[src/design/nand_flash_pkg.sv]
// constants and types shared by the flash mode, ecc and status logic
package nand_flash_pkg;
    // -------------------------------------------------------------------------
    // chip selects and address mapping
    // -------------------------------------------------------------------------
    localparam int NUM_CS      = 4;     // flash capable selects, index 0 is select 2
    localparam int CLE_BIT     = 16;    // external address line wired to command latch
    localparam int ALE_BIT     = 17;    // external address line wired to address latch
    localparam int WORD_SHIFT  = 2;     // byte offset to 32-bit word address
    // -------------------------------------------------------------------------
    // access timing
    // -------------------------------------------------------------------------
    localparam int CLK_NS      = 10;    // mclk period
    localparam int STROBE_NS   = 30;    // least strobe width of one access
    localparam int STROBE_CYC  = (STROBE_NS + CLK_NS - 1) / CLK_NS;
    localparam int TICK_W      = 4;     // strobe tick counter width
    // -------------------------------------------------------------------------
    // ecc layout: even parity k at bit k, odd parity k at bit ECC_ODD_POS+k
    // -------------------------------------------------------------------------
    localparam int ECC_W       = 32;
    localparam int ECC_PAIRS   = 12;    // p1 .. p2048
    localparam int ECC_ODD_POS = 16;
    localparam logic [31:0] ECC_RESET = 32'h0000_0000;
    localparam int UNIT_W      = 9;     // byte or halfword index within 512 bytes
    localparam int DATA_W      = 16;
    // -------------------------------------------------------------------------
    // access engine states, gray along idle -> strobe -> gap
    // -------------------------------------------------------------------------
    typedef enum logic [1:0] {
        ST_IDLE   = 2'b00,
        ST_STROBE = 2'b01,
        ST_GAP    = 2'b11
    } access_state_e;
endpackage

[src/design/nand_flash_mode_ecc_status.sv]
// flash mode access engine, per-select ecc and wait pin status
//
// Operation
// address lines 16/17 drive command, address latches
// write protect pin handled outside this block
// word address lsb appears on address bit 0
// software builds phases from single accesses
// chip select released between successive accesses
// bursts use linear incrementing addresses only
// dma keeps latch address lines low
// dma element size, indices, ab sync
// flash mode select computes ecc over 512 bytes
// software starts ecc before, reads after
// separate ecc accumulator per chip select
// reading ecc result clears start bit
// writing start bit clears ecc result
// over 512 bytes gives invalid ecc
// 8-bit: columns p1-p4, rows p8-p2048
// 16-bit: columns p1-p8, rows p16-p2048
// software discards unused high row parities
// status shows raw wait pin level
// wait pin rising edge sets raw flag
// wait polarity affects neither status nor flag
// software may drive chip enable by gpio
// host port select uses normal strobe mode
// each select enters flash mode individually
// select 2 pairs result 1, up to 5/4
// no extended wait in flash mode
// every transferred unit folds into parity
`timescale 1ns/1ps
`default_nettype none
module nand_flash_mode_ecc_status #(
    parameter int ADDR_W = 23                       // external address lines
) (
    input  wire logic                  mclk,
    input  wire logic                  reset_n,
    input  wire logic                  acc_req,        // start access, taken when ready
    output logic                       acc_ready,      // engine idle
    input  wire logic                  acc_write,      // 1 write, 0 read
    input  wire logic [1:0]            acc_cs,         // 0 = select 2 .. 3 = select 5
    input  wire logic [ADDR_W+1:0]     acc_addr,       // byte offset in select space
    input  wire logic [7:0]            acc_beats,      // burst length, 0 acts as 1
    input  wire logic [15:0]           acc_wdata,      // write data of current beat
    output logic [15:0]                acc_rdata,      // read data of last beat
    output logic                       acc_rvalid,     // read beat done pulse
    output logic                       acc_beat_done,  // any beat done pulse
    input  wire logic [3:0]            flash_mode_bit, // flash mode per select
    input  wire logic [3:0]            bus_16bit,      // device width per select
    input  wire logic [3:0]            ecc_start_wr,   // write 1 to start bit pulse
    output logic [3:0]                 ecc_start_bits, // ecc running per select
    input  wire logic                  ecc_rd_req,     // result read pulse
    input  wire logic [1:0]            ecc_rd_sel,     // result register index
    output logic [31:0]                ecc_rd_data,    // result read data
    input  wire logic [3:0]            ext_wait_pin,   // ready/busy pins
    output logic [3:0]                 flash_pin_status,
    output logic [3:0]                 irq_raw_status, // wait rise flags
    input  wire logic [3:0]            irq_raw_clear,  // write 1 to clear pulse
    output logic [ADDR_W-1:0]          ext_addr_bus,
    output logic [3:0]                 ext_chip_sel_n,
    output logic                       ext_we_n,
    output logic                       ext_oe_n,
    output logic [15:0]                ext_data_out,
    output logic                       ext_data_oe_n,  // low while driving data
    input  wire logic [15:0]           ext_data_in
);
    // -------------------------------------------------------------------------
    // ecc fold: global bit index {unit, bit} selects even or odd half per pair
    // -------------------------------------------------------------------------
    function automatic logic [31:0] ecc_fold(input logic [31:0] acc, input logic [15:0] d,
                                             input logic [8:0] unit, input logic w16);
        logic [31:0] r;
        logic [11:0] g;
        r = acc;
        for (int b = 0; b < nand_flash_pkg::DATA_W; b++) begin
            g = w16 ? {unit[7:0], 4'(b)} : {unit[8:0], 3'(b)};  // see R15
            if ((w16 || b < 8) && d[b]) begin
                for (int k = 0; k < nand_flash_pkg::ECC_PAIRS; k++) begin
                    if (g[k]) begin
                        r[nand_flash_pkg::ECC_ODD_POS + k] = ~r[nand_flash_pkg::ECC_ODD_POS + k];
                    end else begin
                        r[k] = ~r[k];
                    end
                end
            end
        end
        return r;
    endfunction

    // -------------------------------------------------------------------------
    // access engine state
    // -------------------------------------------------------------------------
    nand_flash_pkg::access_state_e state_reg;  // engine phase
    logic [nand_flash_pkg::TICK_W-1:0] tick_reg; // strobe cycle count
    logic [7:0]        beats_left_reg;         // beats still to run
    logic [1:0]        cs_reg;                 // select of current access
    logic              wr_reg;                 // direction of current access
    logic [ADDR_W-1:0] addr_reg;               // current word address
    logic [15:0]       wdata_reg;              // parked write data

    wire strobe_on  = (state_reg == nand_flash_pkg::ST_STROBE);
    wire strobe_end = strobe_on &&
                      (tick_reg == nand_flash_pkg::TICK_W'(nand_flash_pkg::STROBE_CYC - 1));
    wire take_req   = acc_req && (state_reg == nand_flash_pkg::ST_IDLE);
    wire [15:0] beat_data = wr_reg ? wdata_reg : ext_data_in;   // unit folded into ecc

    // engine sequencing: one strobe per beat, then a gap cycle
    always_ff @(posedge mclk) begin
        if (!reset_n) begin
            state_reg      <= nand_flash_pkg::ST_IDLE;
            tick_reg       <= '0;
            beats_left_reg <= '0;
            cs_reg         <= '0;
            wr_reg         <= 1'b0;
            addr_reg       <= '0;
            wdata_reg      <= '0;
        end else begin
            case (state_reg)
                nand_flash_pkg::ST_IDLE: begin
                    if (take_req) begin
                        // word address lsb lands on line 0, latches follow offset
                        addr_reg       <= acc_addr[ADDR_W+1:nand_flash_pkg::WORD_SHIFT]; // see R1
                        cs_reg         <= acc_cs;
                        wr_reg         <= acc_write;
                        beats_left_reg <= (acc_beats == 8'h00) ? 8'h01 : acc_beats;
                        if (acc_write) begin
                            wdata_reg <= acc_wdata;
                        end
                        tick_reg  <= '0;
                        state_reg <= nand_flash_pkg::ST_STROBE;
                    end
                end
                nand_flash_pkg::ST_STROBE: begin
                    tick_reg <= tick_reg + 1'b1;
                    if (strobe_end) begin
                        beats_left_reg <= beats_left_reg - 8'h01;
                        state_reg      <= nand_flash_pkg::ST_GAP;
                    end
                end
                nand_flash_pkg::ST_GAP: begin
                    if (beats_left_reg != 8'h00) begin
                        addr_reg <= addr_reg + 1'b1;
                        if (wr_reg) begin
                            wdata_reg <= acc_wdata;
                        end
                        tick_reg  <= '0;
                        state_reg <= nand_flash_pkg::ST_STROBE;
                    end else begin
                        state_reg <= nand_flash_pkg::ST_IDLE;
                    end
                end
                default: state_reg <= nand_flash_pkg::ST_IDLE;
            endcase
        end
    end

    // read capture and beat pulses
    always_ff @(posedge mclk) begin
        if (!reset_n) begin
            acc_rdata     <= '0;
            acc_rvalid    <= 1'b0;
            acc_beat_done <= 1'b0;
        end else begin
            acc_rvalid    <= strobe_end && !wr_reg;
            acc_beat_done <= strobe_end;
            if (strobe_end && !wr_reg) begin
                acc_rdata <= ext_data_in;
            end
        end
    end

    // -------------------------------------------------------------------------
    // external pins: select only during strobe, data parked when not reading
    // -------------------------------------------------------------------------
    assign acc_ready      = (state_reg == nand_flash_pkg::ST_IDLE);
    assign ext_addr_bus   = addr_reg;
    assign ext_chip_sel_n = strobe_on ? ~(4'h1 << cs_reg) : 4'hf;
    assign ext_we_n       = ~(strobe_on && wr_reg);
    assign ext_oe_n       = ~(strobe_on && !wr_reg);
    assign ext_data_out   = wdata_reg;
    assign ext_data_oe_n  = strobe_on && !wr_reg;

    // -------------------------------------------------------------------------
    // per-select ecc: start bit, unit counter, accumulator
    // -------------------------------------------------------------------------
    logic [31:0]                       ecc_result_reg [nand_flash_pkg::NUM_CS];
    logic [nand_flash_pkg::UNIT_W-1:0] unit_cnt_reg   [nand_flash_pkg::NUM_CS];

    genvar i;
    generate
        for (i = 0; i < nand_flash_pkg::NUM_CS; i++) begin : g_ecc
            wire rd_hit = ecc_rd_req && (ecc_rd_sel == 2'(i));
            wire fold   = strobe_end && (cs_reg == 2'(i)) &&
                          flash_mode_bit[i] && ecc_start_bits[i];       // see R23
            // start bit: write 1 sets, result read clears, set wins
            always_ff @(posedge mclk) begin
                if (!reset_n) begin
                    ecc_start_bits[i] <= 1'b0;
                end else if (ecc_start_wr[i]) begin
                    ecc_start_bits[i] <= 1'b1;
                end else if (rd_hit) begin
                    ecc_start_bits[i] <= 1'b0;
                end
            end
            // independent accumulator per select
            always_ff @(posedge mclk) begin
                if (!reset_n) begin
                    ecc_result_reg[i] <= nand_flash_pkg::ECC_RESET;
                    unit_cnt_reg[i]   <= '0;
                end else if (ecc_start_wr[i]) begin
                    ecc_result_reg[i] <= nand_flash_pkg::ECC_RESET;
                    unit_cnt_reg[i]   <= '0;
                end else if (fold) begin
                    ecc_result_reg[i] <= ecc_fold(ecc_result_reg[i], beat_data,
                                                  unit_cnt_reg[i], bus_16bit[i]);
                    unit_cnt_reg[i]   <= unit_cnt_reg[i] + 1'b1;
                end
            end
        end
    endgenerate

    // result read port, one cycle latency
    always_ff @(posedge mclk) begin
        if (!reset_n) begin
            ecc_rd_data <= '0;
        end else if (ecc_rd_req) begin
            ecc_rd_data <= ecc_result_reg[ecc_rd_sel];
        end
    end

    // -------------------------------------------------------------------------
    // wait pins: raw level and rising edge flags, polarity never applied
    // -------------------------------------------------------------------------
    wire [3:0] wait_rise = ext_wait_pin & ~flash_pin_status;            // see R19

    always_ff @(posedge mclk) begin
        if (!reset_n) begin
            // status keeps tracking the pin in reset so no false rise follows release
            flash_pin_status <= ext_wait_pin;
            irq_raw_status   <= 4'h0;
        end else begin
            flash_pin_status <= ext_wait_pin;
            irq_raw_status   <= (irq_raw_status & ~irq_raw_clear) | wait_rise;
        end
    end
endmodule
`default_nettype wire

[config.mk]
export PLATFORM = sky130hd
export DESIGN_NAME = nand_flash_mode_ecc_status
export DESIGN_NICKNAME = d
export VERILOG_FILES = /design/src/design/nand_flash_pkg.sv /design/src/design/nand_flash_mode_ecc_status.sv
export SDC_FILE = /design/constraint.sdc
export NUM_CORES = 1
export LEC_CHECK = 0
export BUFFER_PORTS_ARGS = -buffer_cell sky130_fd_sc_hd__buf_4
export CORE_MARGIN = 2
export CORE_UTILIZATION = 45
export CTS_BUF_LIST = sky130_fd_sc_hd__clkbuf_16
export DETAILED_ROUTE_END_ITERATION = 7
export MAX_ROUTING_LAYER = met4
export PLACE_DENSITY = 0.65
export SYNTH_ARGS = -nofsm -noshare
export SYNTH_HDL_FRONTEND = slang
export SYNTH_SLANG_ARGS = --single-unit
[constraint.sdc]
create_clock -name mclk -period 4.79 [get_ports mclk]
set_clock_uncertainty 0.05 [all_clocks]
set_input_delay 0.2395 -clock mclk [delete_from_list [all_inputs] [get_ports mclk]]
set_output_delay 0.2395 -clock mclk [all_outputs]
set_load 0.1 [all_outputs]
# Yosys cells after proc, flatten, opt, wreduce, memory -nomap -nowiden
# Memories as Yosys holds them, arrays and structs flattened. A register that Yosys moved wholly into a read port is not among the register bits.
# Index checks and enable logic that the tools add are counted.
[op_classes] eq_ne=14 n_reduce_logical=73 muxes=2186 n_bitwise=1560 shift=1 add_sub_neg=7
[ops] cell="12-bit two-way mux" n=576
[ops] cell="1-bit two-way mux" n=1574
[ops] cell="1-bit inverter" n=1538
[ops] cell="32-bit two-way mux" n=8
[ops] cell="16-bit two-way mux" n=5
[ops] cell="9-bit two-way mux" n=8
[ops] cell="1-bit logical AND" n=53
[ops] cell="23-bit two-way mux" n=2
[ops] cell="23-bit one-hot mux with 2 select lines" n=1
[ops] cell="9-bit by 1-bit adder with 9-bit output (second input constant)" n=4
[ops] cell="16-bit one-hot mux with 2 select lines" n=1
[ops] cell="8-bit two-way mux" n=3
[ops] cell="23-bit by 1-bit adder with 23-bit output (second input constant)" n=1
[ops] cell="1-bit OR" n=16
[ops] cell="8-bit one-hot mux with 2 select lines" n=1
[ops] cell="4-bit two-way mux" n=3
[ops] cell="4-bit inverter" n=3
[ops] cell="4-bit one-hot mux with 3 select lines" n=1
[ops] cell="2-bit nonzero test" n=6
[ops] cell="2-bit equality test (second input constant)" n=5
[ops] cell="3-bit AND reduction" n=3
[ops] cell="4-bit bitwise AND" n=2
[ops] cell="8-bit zero test" n=1
[ops] cell="8-bit nonzero test" n=1
[ops] cell="other kinds (15)" n=25
[word_totals] input_bits=94 mem_count=2 ramBits=164 reg_bits=86 elab_cells=3859
[memory_table] name="ecc_result_reg" words=4 width=32 read_ports=5 rd_ports_with_merged_regs=1 wr=4 line_no="nand_flash_mode_ecc_status.sv:185" rtl="logic [31:0] ecc_result_reg [nand_flash_pkg::NUM_CS];"
[memory_table] name="unit_cnt_reg" words=4 width=9 read_ports=4 rd_ports_with_merged_regs=0 wr=4 line_no="nand_flash_mode_ecc_status.sv:186" rtl="logic [nand_flash_pkg::UNIT_W-1:0] unit_cnt_reg [nand_flash_pkg::NUM_CS];"

# Depth between registers and ports, before layout
[logic_depth] word_depth=99 ltp_mapped=10 ltp_nobuf=9

# Worst setup path before layout
# Ideal clock, no wire load.
[synth_path] path_kind="reg2reg" startpoint="reg state_reg[0]" endpoint="reg wdata_reg[10] (netlist: ext_data_out[10])" path_stages_with_launch=10 setup_slack_ns=1.068 synth_period_minus_slack_ns=3.722 arrival_ns=3.552 cell_sequence="dfxtp_1 > clkbuf_1 > nor2_1 > and2_1 > clkbuf_1 > nor2_2 > nor3_2 > buf_2 > mux2i_1 > nor2b_1"
[synth_between] elab_chain_cells=4 elab_cells_between_ends=10 cone_classes="5 x eq/ne; 1 x mux; 4 x reduce/logical"
[synth_rtl] item="from (decl)" line_no="nand_flash_mode_ecc_status.sv:92" rtl="nand_flash_pkg::access_state_e state_reg;"
[synth_rtl] item="from (signal assigned)" line_no="nand_flash_mode_ecc_status.sv:109" rtl="state_reg <= nand_flash_pkg::ST_IDLE;"
[synth_rtl] item="from (signal assigned)" line_no="nand_flash_mode_ecc_status.sv:129" rtl="state_reg <= nand_flash_pkg::ST_STROBE;"
[synth_rtl] item="from (signal assigned)" line_no="nand_flash_mode_ecc_status.sv:136" rtl="state_reg <= nand_flash_pkg::ST_GAP;"
[synth_rtl] item="2-bit zero test *"
[synth_rtl] item="via acc_ready" line_no="nand_flash_mode_ecc_status.sv:38" rtl="output logic acc_ready,"
[synth_rtl] item="1-bit logical AND" line_no="nand_flash_mode_ecc_status.sv:103" rtl="wire take_req = acc_req && (state_reg == nand_flash_pkg::ST_IDLE);"
[synth_rtl] item="2-bit by 1-bit != test with 1-bit output (no line)"
[synth_rtl] item="5-bit AND reduction (no line)"
[synth_rtl] item="to (signal assigned)" line_no="nand_flash_mode_ecc_status.sv:126" rtl="wdata_reg <= acc_wdata;"
[synth_rtl] item="to (signal assigned)" line_no="nand_flash_mode_ecc_status.sv:143" rtl="wdata_reg <= acc_wdata;"
[synth_rtl] item="to (decl)" line_no="nand_flash_mode_ecc_status.sv:98" rtl="logic [15:0] wdata_reg;"
# Mark *: on every way through the listed nets, which the timed path passes. The rest lies on a longest branch.
# A chain may end at the register's enable or synchronous reset.

==> results.yml <==
clock_network:
  cts_num_sinks: 242
  cts_tree: "done"
  clk_latency_ns: 0.55
  path_clk_slew_ns: 0.06
  clockBufferDepth: 3
  post-cts-setup-buffers: 0
  ctsRootBufferMaster: "clkbuf_16"
  post_cts_resize_count: 0
  cts_buffers: 29
  cts_hold_buf: 55
  cts_max_level: 1
timing:
  max_freq_mhz: 299
  tightest_slew_ns: 1.20
  drv_slew: 0
  post-route-period-util: 0.698
  holdWs_ns: 0.0278
  max-slew-margin-rel: 0.197
  rsz0062_at_grt: "false"
  timing_hold_violations_final: 0
  setup_viol: 0
  min_period_ns: 3.34
  final.setup.tns_ns: 0
die:
  core-area_um2: 30700
  start_util: 0.457
  rows: 64
  dieArea_um2: 32600
  die_w_um: 181
  die-height_um: 181
  pin_count: 203
global_route:
  grt_pass1_wl_mm: 61.8
  grt-ovfl-total: 0
  grt_pass1_vias: 11208
  grt_max_degree: 45
  grtUsageTotal: 0.242
  antenna_found_initial: 1
setup_path:
  worstSetupPathType: "reg -> reg"
  worstPathMaxFanout: 30
  arrival_ns: 3.69
  max_stage_delay_ns: 0.62
  regToRegEndpoint: "ecc_result_reg[0][8]"
  path_common_cell: "buf_4"
  crit_required_ns: 5.13
  crit_path_end_kind: "flip-flop"
  reg2reg_from: "wr_reg"
  cp-start-kind: "flip-flop"
  slowest_stage: "dfxtp_2"
  r2r_cells: 8
  path_cells: "buf_4, mux2i_2, xnor3_1, mux2i_1, xnor2_1, buf_4, or3_1, a21oi_1"
  r2r_slack_ns: 1.45
cells_and_area:
  final_util: 0.561
  multi_input_area_um2: 7400
  regArea_um2: 6170
  layout_common_cells: "212 x buf_4, 147 x nor2_1, 132 x edfxtp_1"
  diodes: 0
  instances_no_fill: 2021
  final.fill_count: 2629
  largest_reg_flops: 96
  finalNetCount: 1705
  area_growth_pct: 22.6
  final_layout_size_suffix_gt1_frac: 0.196
  layout_commonest_cell: "buf_4"
yosys:
  synth_edf_count: 132
  synthCells: 1401
  ys_ff_latch: 242
  synth_cell_types: 64
  seq_area_frac_synth: 0.440
  synth.avg_cell_area_um2: 10.0
  synthArstFlopShare: 0
  synth.cell_area_um2: 14000
  yosysWarnings: 0
  synthFlopType: "edfxtp_1"
drt:
  drc_errors: 0
  avgRoutedWirePerCell_um: 19.3
  dr.pass1.iters: 5
  num_vias: 11340
  vias_per_cell: 5.61
  routed_wl_mm: 38.9
  first_iter_violations: 778
  ant_nets: 0
placement:
  dp_hpwl_mm: 26.0
  numPortBuffers: 192
  gp_congestion: 0.871
  dp_cells: 1912
run:
  cap_violations: 0
pwr:
  p_total_uw: 6350
  ir_drop_v: 0.000305
  powerDensity_nw_per_um2: 369
  leakage_uw: 0.00694
min_path:
  min_to: "ext_addr_bus[5]"
  hold_path.class: "in -> reg"
  hold_path.startpoint: "acc_addr[7]"
  hold_depth: 3
run_status:
  status: "complete, no violations"
-- metrics by stage --
stage / setup WS, ns / instance area, µm²
3_3_place_gp: 1.55 / 15700
2_1_floorplan: 1.07 / 14000
5_1_grt: 1.23 / 17200
6_report: 1.45 / 17200
4_1_cts: 1.45 / 17200
3_5_place_dp: 1.44 / 15700
-- kinds of logic after synthesis --
family                   Yosys count  synth area share
flip-flops                       242             0.440
buffers and inverters            120            0.0350
adder cells (fa/ha/maj)            9           0.00803
XOR/XNOR                         167             0.117
other                              1          0.000267
AND/OR/NAND/NOR                  448             0.160
multiplexers                     147             0.129
AO/OA/AOI/OAI                    267             0.111
-- cells in the mapped netlist, types with 26 or more instances --
master    number  share of area
nor2_1       147          0.039
edfxtp_1     132           0.28
a21oi_1      117          0.042
dfxtp_1      110           0.16
mux2i_1       95          0.068
o21ai_0       84          0.030
xor2_1        81          0.051
clkbuf_1      78          0.021
nand2_1       73          0.020
xnor2_1       73          0.046
or3_1         63          0.028
nor2b_1       41          0.018
nand3_1       27         0.0096
mux2_2        26          0.021
-- per-layer routing --
layer | share of wire | GRT usage | up-vias
met5 | 0 | - | -
met4 | 0.028 | 0.0732 | 0
met3 | 0.058 | 0.0338 | 65
met2 | 0.47 | 0.385 | 342
met1 | 0.45 | 0.323 | 5522
li1 | - | - | 5411
-- worst max path at each step --
stage	cells after the start	startpoint	slack, ns	end
finish	8	wr_reg	1.45	ecc_result_reg[0][8]
detailed placement	7	wr_reg	1.44	ecc_result_reg[0][25]
floorplan	9	state_reg[0]	1.07	ext_data_out[10]
global placement	8	wr_reg	1.55	ecc_result_reg[2][27]
global route	7	wr_reg	1.23	ecc_result_reg[0][25]
CTS	7	wr_reg	1.45	ecc_result_reg[0][25]
-- final cells by class --
type | count | area share
tap | 396 | 0.0288
inverter | 16 | 0.00349
clock buffer | 31 | 0.0451
timing repair buffer | 267 | 0.125
multi-input combinational | 1046 | 0.430
sequential | 242 | 0.359
clock inverter | 23 | 0.00888
-- critical path, delay by kind of cell, from the launching register on --
kind,cells,cell delay [ns]
xor+xnor,2,0.55
flops,1,0.62
simple gates,1,0.37
compound gates,1,0.16
mux,2,0.81
buf+inv,2,0.62
-- power by group --
part / internal, µW / leakage [µW] / switching (µW) / total [µW]
combinational: 681 / 0.00408 / 1130 / 1810
clock: 1260 / 0.000482 / 881 / 2150
sequential: 2280 / 0.00237 / 111 / 2390
total: 4230 / 0.00694 / 2130 / 6350
Note: power is estimated with default switching activity, not from simulation.
